[src/rtl/iwd_pkg.sv]
// Constants, formats and opcode patterns of the instruction word decoder.
// Assumes a single 100 MHz sys_clk standing in for the oscillator clock.
// Notes on behaviour
// - Each instruction is one 14-bit word carrying opcode and operands.
// - Words split into byte-oriented, bit-oriented and literal/control formats.
// - Instructions take one instruction cycle unless an exception applies.
// - Both call forms take two instruction cycles.
// - Return, return with literal and return from interrupt take two cycles.
// - Jump, relative branch, branch by W and taken skips take two cycles.
// - Indirect access through a pointer into program memory adds one cycle.
// - One instruction cycle is four oscillator clocks.
// - File writes read the register first, then modify and store.
// - Bit 7 in byte ops selects W when 0, file when 1.
// - File address is the 7-bit field in bits 6 to 0.
// - Bit ops carry a 3-bit bit index beside the file address.
// - General literal ops carry an 8-bit immediate in the low bits.
// - Absolute call and jump carry an 11-bit target.
// - PC high latch load carries a 7-bit immediate in bits 6 to 0.
// - Bank select load carries a 5-bit immediate.
// - Relative branch carries a 9-bit offset.
// - Pointer offset ops carry pointer select and a 6-bit offset.
// - Pointer increment ops: select at bit 2, mode at bits 1 to 0.
// - Pointer select picks one of two indirect pointers, zero or one.
// - Don't-care bits are ignored when decoding; producers should emit zero.
// - Add with carry decodes from top bits 11 then 1101.
// - Decrement and skip takes one cycle, two when skipping.
package iwd_pkg;
    localparam int unsigned IWD_WORD_W = 14;
    localparam int unsigned IWD_OSC_PER_CYC = 4;
    localparam logic [1:0] IWD_PH_FIRST = 2'h0;
    localparam logic [1:0] IWD_PH_LAST = 2'(IWD_OSC_PER_CYC - 1);
    localparam logic [1:0] IWD_ONE_CYC = 2'h1;
    localparam logic [1:0] IWD_FMT_BYTE = 2'h0;
    localparam logic [1:0] IWD_FMT_BIT = 2'h1;
    localparam logic [1:0] IWD_FMT_LIT = 2'h2;
    localparam int unsigned IWD_D_POS = 7;
    localparam int unsigned IWD_PSEL_OFS_POS = 6;
    localparam int unsigned IWD_PSEL_INC_POS = 2;
    localparam logic [13:0] IWD_OP_RETURN = 14'h0008;
    localparam logic [13:0] IWD_OP_RETFI = 14'h0009;
    localparam logic [13:0] IWD_OP_CALL_VIA_WORKING_REG = 14'h000a;
    localparam logic [13:0] IWD_OP_BRW = 14'h000b;
    localparam logic [2:0] IWD_TOP_CALL = 3'h4;
    localparam logic [2:0] IWD_TOP_GOTO = 3'h5;
    localparam logic [5:0] IWD_TOP_RETURN_WITH_LITERAL = 6'h34;
    localparam logic [4:0] IWD_TOP_BRA = 5'h19;
    localparam logic [5:0] IWD_TOP_ADDC = 6'h3d;
    localparam logic [5:0] IWD_TOP_ASR = 6'h37;
    localparam logic [5:0] IWD_TOP_LSL = 6'h35;
    localparam logic [5:0] IWD_TOP_LSR = 6'h36;
    localparam logic [5:0] IWD_TOP_SUBB = 6'h3b;
    localparam logic [5:0] IWD_TOP_DECSZ = 6'h0b;
    localparam logic [5:0] IWD_TOP_INCSZ = 6'h0f;
    localparam logic [5:0] IWD_TOP_PTR_OFS = 6'h3f;
    localparam logic [9:0] IWD_TOP_PTR_INC = 10'h001;
    localparam logic [5:0] IWD_INDIRECT_HI = 6'h00;
    typedef enum logic [0:0] {IWD_RUN, IWD_FLUSH} iwd_state_t;
endpackage

[src/rtl/iwd_decoder.sv]
// Instruction word decoder with instruction-cycle sequencing.
// Assumes the fetch path presents the next word on instr_word and advances on instr_take_q.
`timescale 1ns/1ns
module iwd_decoder
(
    // Clock and reset
    input wire logic sys_clk,
    input wire logic rst,
    // Fetch path and core status
    input wire logic [13:0] instr_word,
    input wire logic [1:0] ptr_in_prog,
    input wire logic skip_cond,
    // Sequencing
    output logic instr_take_q,
    output logic [1:0] phase_q,
    output logic [1:0] cycles_q,
    output logic flush_q,
    // Decoded word and format
    output logic [13:0] word_q,
    output logic [1:0] fmt_q,
    output logic add_carry_q,
    // Operand fields
    output logic dest_file,
    output logic [6:0] file_addr,
    output logic [2:0] bit_sel,
    output logic [7:0] lit8,
    output logic [10:0] lit11,
    output logic [6:0] lit7,
    output logic [4:0] lit5,
    output logic [8:0] lit9,
    output logic [5:0] lit6,
    output logic ptr_sel_q,
    output logic [1:0] ptr_mode,
    // Read-modify-write strobes
    output logic file_rd_q,
    output logic file_wr_q,
    output logic wreg_wr_q
);

    // ------------------------------------------------------------
    // Fields sliced from the held word
    // ------------------------------------------------------------
    assign dest_file = word_q[iwd_pkg::IWD_D_POS];
    assign file_addr = word_q[6:0];
    assign bit_sel = word_q[9:7];
    assign lit8 = word_q[7:0];
    assign lit11 = word_q[10:0];
    assign lit7 = word_q[6:0];
    assign lit5 = word_q[4:0];
    assign lit9 = word_q[8:0];
    assign lit6 = word_q[5:0];
    assign ptr_mode = word_q[1:0];

    // ------------------------------------------------------------
    // Decode of the incoming word
    // ------------------------------------------------------------
    logic [5:0] top;
    logic is_byte;
    logic is_bit;
    logic is_skip;
    logic is_flow;
    logic is_pinc;
    logic is_pofs;
    logic is_ind;
    logic ind_sel;
    logic n_sel;
    logic n_dest;
    logic n_rd;
    logic n_wf;
    logic n_ww;
    logic [1:0] n_cycles;
    logic [1:0] n_fmt;

    always_comb
    begin
        top = instr_word[13:8];
        // Only the bits that select an operation are compared
        is_byte = ((top[5:4] == 2'h0) && ((top[3:0] != 4'h0) || instr_word[7]))
            || (top == iwd_pkg::IWD_TOP_ADDC) || (top == iwd_pkg::IWD_TOP_ASR)
            || (top == iwd_pkg::IWD_TOP_LSL) || (top == iwd_pkg::IWD_TOP_LSR)
            || (top == iwd_pkg::IWD_TOP_SUBB);
        is_bit = (top[5:4] == 2'h1);
        if (is_byte)
        begin
            n_fmt = iwd_pkg::IWD_FMT_BYTE;
        end
        else if (is_bit)
        begin
            n_fmt = iwd_pkg::IWD_FMT_BIT;
        end
        else
        begin
            n_fmt = iwd_pkg::IWD_FMT_LIT;
        end
        is_skip = (top == iwd_pkg::IWD_TOP_DECSZ) || (top == iwd_pkg::IWD_TOP_INCSZ)
            || (is_bit && instr_word[11]);
        is_flow = (instr_word[13:11] == iwd_pkg::IWD_TOP_CALL)
            || (instr_word == iwd_pkg::IWD_OP_CALL_VIA_WORKING_REG)
            || (instr_word == iwd_pkg::IWD_OP_RETURN)
            || (instr_word == iwd_pkg::IWD_OP_RETFI)
            || (top == iwd_pkg::IWD_TOP_RETURN_WITH_LITERAL)
            || (instr_word[13:11] == iwd_pkg::IWD_TOP_GOTO)
            || (instr_word[13:9] == iwd_pkg::IWD_TOP_BRA)
            || (instr_word == iwd_pkg::IWD_OP_BRW);
        is_pinc = (instr_word[13:4] == iwd_pkg::IWD_TOP_PTR_INC);
        is_pofs = (top == iwd_pkg::IWD_TOP_PTR_OFS);
        if (is_pinc)
        begin
            n_sel = instr_word[iwd_pkg::IWD_PSEL_INC_POS];
        end
        else
        begin
            n_sel = instr_word[iwd_pkg::IWD_PSEL_OFS_POS];
        end
        // File address 0 or 1 is the indirect access port of pointer 0 or 1
        ind_sel = instr_word[0];
        is_ind = (is_byte || is_bit) && (instr_word[6:1] == iwd_pkg::IWD_INDIRECT_HI);
        if (is_pinc || is_pofs)
        begin
            ind_sel = n_sel;
            is_ind = 1'b1;
        end
        n_cycles = iwd_pkg::IWD_ONE_CYC;
        if (is_flow)
        begin
            n_cycles = n_cycles + 2'h1;
        end
        if (is_ind && ptr_in_prog[ind_sel])
        begin
            n_cycles = n_cycles + 2'h1;
        end
        n_dest = instr_word[iwd_pkg::IWD_D_POS];
        n_rd = is_byte || is_bit;
        n_wf = (is_byte && n_dest) || (is_bit && !instr_word[11]);
        n_ww = is_byte && !n_dest;
    end

    // ------------------------------------------------------------
    // Sequencing state
    // ------------------------------------------------------------
    iwd_pkg::iwd_state_t state_q;
    iwd_pkg::iwd_state_t state_d;
    logic [1:0] phase_d;
    logic [1:0] left_q;
    logic [1:0] left_d;
    logic [1:0] cycles_d;
    logic [13:0] word_d;
    logic [1:0] fmt_d;
    logic add_carry_d;
    logic ptr_sel_d;
    logic skip_q;
    logic skip_d;
    logic rd_en_q;
    logic rd_en_d;
    logic wf_en_q;
    logic wf_en_d;
    logic ww_en_q;
    logic ww_en_d;
    logic first_q;
    logic first_d;
    logic take_d;
    logic flush_d;
    logic file_rd_d;
    logic file_wr_d;
    logic wreg_wr_d;

    always_comb
    begin
        phase_d = phase_q + 2'h1;
        state_d = state_q;
        left_d = left_q;
        cycles_d = cycles_q;
        word_d = word_q;
        fmt_d = fmt_q;
        add_carry_d = add_carry_q;
        ptr_sel_d = ptr_sel_q;
        skip_d = skip_q;
        rd_en_d = rd_en_q;
        wf_en_d = wf_en_q;
        ww_en_d = ww_en_q;
        first_d = first_q;
        take_d = 1'b0;
        if (phase_q == iwd_pkg::IWD_PH_LAST)
        begin
            first_d = 1'b0;
            case (state_q)
                iwd_pkg::IWD_RUN:
                begin
                    if (left_q != iwd_pkg::IWD_ONE_CYC)
                    begin
                        left_d = left_q - 2'h1;
                    end
                    else if (skip_q && skip_cond)
                    begin
                        // Prefetched word is consumed but never executed
                        state_d = iwd_pkg::IWD_FLUSH;
                        left_d = iwd_pkg::IWD_ONE_CYC;
                        take_d = 1'b1;
                    end
                    else
                    begin
                        take_d = 1'b1;
                    end
                end
                iwd_pkg::IWD_FLUSH:
                begin
                    state_d = iwd_pkg::IWD_RUN;
                    take_d = 1'b1;
                end
                default:
                begin
                    state_d = iwd_pkg::IWD_RUN;
                end
            endcase
            if (take_d && (state_d == iwd_pkg::IWD_RUN))
            begin
                word_d = instr_word;
                fmt_d = n_fmt;
                add_carry_d = (top == iwd_pkg::IWD_TOP_ADDC);
                ptr_sel_d = n_sel;
                skip_d = is_skip;
                rd_en_d = n_rd;
                wf_en_d = n_wf;
                ww_en_d = n_ww;
                cycles_d = n_cycles;
                left_d = n_cycles;
                first_d = 1'b1;
            end
        end
        flush_d = (state_d == iwd_pkg::IWD_FLUSH);
        // Read in the first phase of the first cycle, store in the last
        file_rd_d = !flush_d && first_d && rd_en_d && (phase_d == iwd_pkg::IWD_PH_FIRST);
        file_wr_d = !flush_d && wf_en_d && (left_d == iwd_pkg::IWD_ONE_CYC)
            && (phase_d == iwd_pkg::IWD_PH_LAST);
        wreg_wr_d = !flush_d && ww_en_d && (left_d == iwd_pkg::IWD_ONE_CYC)
            && (phase_d == iwd_pkg::IWD_PH_LAST);
    end

    always_ff @(posedge sys_clk)
    begin
        if (rst)
        begin
            state_q <= iwd_pkg::IWD_RUN;
            phase_q <= iwd_pkg::IWD_PH_FIRST;
            left_q <= iwd_pkg::IWD_ONE_CYC;
            cycles_q <= iwd_pkg::IWD_ONE_CYC;
            word_q <= 14'h0000;
            fmt_q <= iwd_pkg::IWD_FMT_LIT;
            add_carry_q <= 1'b0;
            ptr_sel_q <= 1'b0;
            skip_q <= 1'b0;
            rd_en_q <= 1'b0;
            wf_en_q <= 1'b0;
            ww_en_q <= 1'b0;
            first_q <= 1'b1;
            instr_take_q <= 1'b0;
            flush_q <= 1'b0;
            file_rd_q <= 1'b0;
            file_wr_q <= 1'b0;
            wreg_wr_q <= 1'b0;
        end
        else
        begin
            state_q <= state_d;
            phase_q <= phase_d;
            left_q <= left_d;
            cycles_q <= cycles_d;
            word_q <= word_d;
            fmt_q <= fmt_d;
            add_carry_q <= add_carry_d;
            ptr_sel_q <= ptr_sel_d;
            skip_q <= skip_d;
            rd_en_q <= rd_en_d;
            wf_en_q <= wf_en_d;
            ww_en_q <= ww_en_d;
            first_q <= first_d;
            instr_take_q <= take_d;
            flush_q <= flush_d;
            file_rd_q <= file_rd_d;
            file_wr_q <= file_wr_d;
            wreg_wr_q <= wreg_wr_d;
        end
    end

endmodule // iwd_decoder

[config.mk]
export PLATFORM = sky130hd
export DESIGN_NAME = iwd_decoder
export DESIGN_NICKNAME = d
export VERILOG_FILES = /design/src/rtl/iwd_pkg.sv /design/src/rtl/iwd_decoder.sv
export SDC_FILE = /design/constraint.sdc
export NUM_CORES = 1
export LEC_CHECK = 0
export BUFFER_PORTS_ARGS = -buffer_cell sky130_fd_sc_hd__buf_2
export CAP_MARGIN = 20
export CORE_ASPECT_RATIO = 1.5
export CORE_UTILIZATION = 30
export DETAILED_ROUTE_END_ITERATION = 12
export GPL_TIMING_DRIVEN = 0
export SYNTH_ARGS = -nofsm -noshare
export SYNTH_HDL_FRONTEND = slang
export SYNTH_SLANG_ARGS = --single-unit
[constraint.sdc]
create_clock -name sys_clk -period 2.5 [get_ports sys_clk]
set_input_delay 0.375 -clock sys_clk [delete_from_list [all_inputs] [get_ports sys_clk]]
set_output_delay 0.375 -clock sys_clk [all_outputs]
set_load 0.01 [all_outputs]
==> run summary <==
STA
• **measured slew at the worst slew-check pin** 0.481 ns
• **total negative slack** 0 ns
• **fmax** 415 MHz
• **unrepaired setup endpoints after global routing** false
• **final count of hold timing violations** 0
• **final period utilization** 96.4%
• **Final min period** 2.41 ns
• **Worst Setup Slack, final** 0.0910 ns
• **final setup violation count** 0
• **Post-Route Skew** 0.00636 ns
• **final worst hold slack** 0.347 ns
• **Rel. slew slack** 67.9%
• **Final Max Slew Viols** 0

Clocking
• **Worst-Skew Late Latency** 0.28 ns
• **Reg clk slew, reported paths** 0.07 ns
• **Post-CTS Setup Inserts** 0
• **TritonCTS sink count** 32
• **number of buffers created by CTS** 5
• **Root Buffer** sky130_fd_sc_hd__clkbuf_8
• **number of hold buffers added after CTS** 0
• **Clock H-tree levels** 2
• **maximum buffer depth of the clock tree** 2
• **quantity of gates resized following cts** 0
• **TritonCTS clock tree** done

Worst setup path
• **Worst Reg-to-Reg Cells** 8
• **required time of the critical path** 2.70 ns
• **crit path max fanout** 10
• **crit path max-delay cell type** sky130_fd_sc_hd__or4_4
• **type of the worst setup path** in2reg
• **ordered cell list for the critical path** buf_6 > or4_4 > nor2_1 > o21a_2 > nor4_1 > o32ai_1 > ha_1 > mux2i_1 > nand4_1 > nor3_2
• **crit-path leading delay family** simple AND/OR/NAND/NOR gates
• **Setup crit start kind** input pin
• **source of the worst register-to-register timing path** left_q[1]
• **endpoint of the lowest-slack register-to-register path** word_q[0]
• **arrival time of the worst setup path** 2.61 ns
• **largest incremental delay on the critical path** 0.60 ns
• **type of element capturing the critical path** flip-flop
• **Critical path buffers and inverters** 1
• **worst setup slack for register-to-register paths** 0.40 ns

Place
• **port bufs** 102
• **Worst Setup Slack post-DPL** -0.264 ns
• **placer's final routability congestion estimate** 0.827
• **placed cell area** 2570 µm²
• **post-placement cell count** 422
• **HPWL after detailed placement** 3880 µm

Logic synthesis
• **simple-gate share of the synthesized area** 21.9%
• **number of flops mapped to enable cells by yosys** 0
• **Post-Synthesis Cell Area** 1960 µm²
• **number of nets in the synthesized netlist** 270
• **share of flip-flops with an asynchronous set or reset** 0%
• **number of synthesized register bits** 32
• **fraction of the mapped netlist area in compound gates** 13.5%
• **prevailing post-synth register cell** sky130_fd_sc_hd__dfxtp_1
• **number of library cell types mapped by synthesis** 43
• **proportion of synthesized area in mux cells** 1.59%
• **synthesized area per cell** 7.98 µm²
• **xor and xnor area share after synthesis** 0%
• **Synth Warn #** 0
• **largest family of logic cells by synthesized area** buffers and inverters
• **number of cells produced by synthesis** 246
• **Synth Area in Adders** 3.19%
• **Seq/Total Area, Yosys** 32.6%

Route
• **detailed-route wire length** 4840 µm
• **total number of vias** 1880
• **number of design rule violations left after detail routing** 0
• **Iter 0 DRT Violations** 41
• **via count normalized by instance count** 4.37
• **wire length per cell after detailed routing** 11.2 µm
• **number of antenna-violating nets in the routed design** 0
• **number of iterations in the first detailed-routing pass** 4

Floorplan
• **Die Y** 101 µm
• **overall die area** 6880 µm²
• **area of the core** 6220 µm²
• **standard-cell rows** 35
• **starting utilization of the core area** 31.6%
• **boundary pin count** 105
• **die width** 68.1 µm

Global routing
• **pin count of the biggest net entering global routing** 11
• **total grt overflow** 0
• **GRT Overall Usage** 14.0%
• **initial antenna violation count** 0
• **peak-usage layer in the global routing report** met2
• **first-pass GRT wire length** 7170 µm
• **grt met2 use** 26.2%
• **number of global-route vias before repair** 1536
• **met1 GRT Util** 14.0%
• **global-route met3 utilization** 3.62%

Finish
• **number of nets in the finished design** 379
• **filler cell count** 675
• **share of the core filled with cells** 43.2%
• **final design area excluding fillers** 2690 µm²
• **number of diodes added for antenna fixing** 0
• **Final Non-Filler Cells** 430
• **area growth from synthesis to layout** 36.8%
• **share of cells above drive strength 1** 52.0%

Hold path
• **Hold Crit Start** instr_word[1]
• **Endpoint, Worst Hold** word_q[1]
• **number of instances on the worst hold path** 3
• **class of the tightest hold or removal check** in2reg

Outcome
• **run status** completed

Power
• **maximum ir drop on the vdd rail** 0.266 mV
• **leakage** 1.47 nW
• **Total Power** 1.20 mW
• **power per cell area** 448 nW/µm²

Job
• **max-capacitance violation count** 0

[synthesized netlist by cell type (2+ instances only)]
| cell | instances | share of area (%) |
|---|---|---|
| sky130_fd_sc_hd__o21ai_0 | 4 | 1.0 |
| sky130_fd_sc_hd__nor4_1 | 2 | 0.64 |
| sky130_fd_sc_hd__inv_1 | 4 | 0.76 |
| sky130_fd_sc_hd__buf_2 | 3 | 0.76 |
| sky130_fd_sc_hd__nand4_1 | 2 | 0.64 |
| sky130_fd_sc_hd__a211oi_1 | 3 | 1.1 |
| sky130_fd_sc_hd__or2_1 | 2 | 0.64 |
| sky130_fd_sc_hd__nor2b_1 | 2 | 0.64 |
| sky130_fd_sc_hd__mux2i_1 | 2 | 1.0 |
| sky130_fd_sc_hd__nor4_2 | 2 | 1.3 |
| sky130_fd_sc_hd__ha_1 | 5 | 3.2 |
| sky130_fd_sc_hd__nand2b_1 | 2 | 0.64 |
| sky130_fd_sc_hd__buf_6 | 2 | 1.1 |
| sky130_fd_sc_hd__nor3b_1 | 2 | 0.76 |
| sky130_fd_sc_hd__and4b_1 | 3 | 1.5 |
| sky130_fd_sc_hd__nand2_1 | 33 | 6.3 |
| sky130_fd_sc_hd__nor3_1 | 7 | 1.8 |
| sky130_fd_sc_hd__nor2_1 | 20 | 3.8 |
| sky130_fd_sc_hd__a21oi_1 | 23 | 5.9 |
| sky130_fd_sc_hd__o21ai_1 | 2 | 0.51 |
| sky130_fd_sc_hd__buf_4 | 60 | 23 |
| sky130_fd_sc_hd__clkbuf_1 | 8 | 1.5 |
| sky130_fd_sc_hd__a21o_1 | 2 | 0.76 |
| sky130_fd_sc_hd__dfxtp_1 | 32 | 33 |
[metal layers]
| metal | vias up | routed length [µm] |
|---|---|---|
| met3 | 5 | 329 |
| li1 | 983 | - |
| met2 | 58 | 2610 |
| met4 | 0 | 53 |
| met1 | 834 | 1850 |
| met5 | - | 0 |
[kinds of logic (layout without fill, tap and decap cells)]
| family | after synthesis | in the layout |
|---|---|---|
| simple gates | 85 | 85 |
| buf+inv | 77 | 187 |
| compound gates | 44 | 44 |
| flops | 32 | 32 |
| fa+ha+maj | 5 | 5 |
| mux | 3 | 3 |
[sequential cells by signal, indices dropped and copies added (netlist names)]
name	flops
word_q	14
cycles_q	2
fmt_q	2
left_q	2
phase_q	2
add_carry_q	1
file_rd_q	1
file_wr_q	1
instr_take_q	1
ptr_sel_q	1
skip_q	1
state_q	1
wf_en_q	1
wreg_wr_q	1
ww_en_q	1
[how the worst max path moves through the flow]
stage	from	to	slack, ns	cells after the start
final	instr_word[8]	file_wr_q	0.09	10
after global routing	instr_word[8]	file_wr_q	0.003	10
after CTS	instr_word[9]	file_wr_q	0.02	11
after detailed placement	instr_word[9]	file_wr_q	-0.26	11
after global placement	instr_word[9]	file_wr_q	-0.27	11
after floorplan	instr_word[8]	file_wr_q	0.09	10
[where the power goes]
part | internal (mW) | switching, mW | leakage [nW]
Sequential | 0.529 | 0.0172 | 0.259
Combinational | 0.117 | 0.125 | 1.16
Clock | 0.220 | 0.196 | 0.0510
Total | 0.865 | 0.338 | 1.47
[tightest hold or removal path, stage by stage]
cell,delay [ns]
sky130_fd_sc_hd__buf_2,0.11
sky130_fd_sc_hd__nand2_1,0.05
sky130_fd_sc_hd__a21oi_1,0.05
[final cells by class]
type / count / area (µm²) / area share (%)
sequential: 32 / 641 / 23.8
buffer: 73 / 518 / 19.3
inverter: 4 / 15.0 / 0.559
timing repair buffer: 102 / 510 / 19.0
multi-input combinational: 137 / 817 / 30.4
clock buffer: 6 / 82.6 / 3.07
clock inverter: 2 / 10.0 / 0.373
tap: 74 / 92.6 / 3.45
[cell usage in the layout (no fill, tap or decap), types with 3 or more instances in the layout]
master	n
sky130_fd_sc_hd__buf_4	60
sky130_fd_sc_hd__dfxtp_1	32
sky130_fd_sc_hd__o21ai_0	4
sky130_fd_sc_hd__a21oi_1	23
sky130_fd_sc_hd__nor2_1	20
sky130_fd_sc_hd__buf_2	105
sky130_fd_sc_hd__nor3_1	6
sky130_fd_sc_hd__clkbuf_1	8
sky130_fd_sc_hd__ha_1	5
sky130_fd_sc_hd__and4b_1	3
sky130_fd_sc_hd__nand2_1	33
sky130_fd_sc_hd__inv_1	4
sky130_fd_sc_hd__clkbuf_8	6
Note: power is estimated with default switching activity, not from simulation.
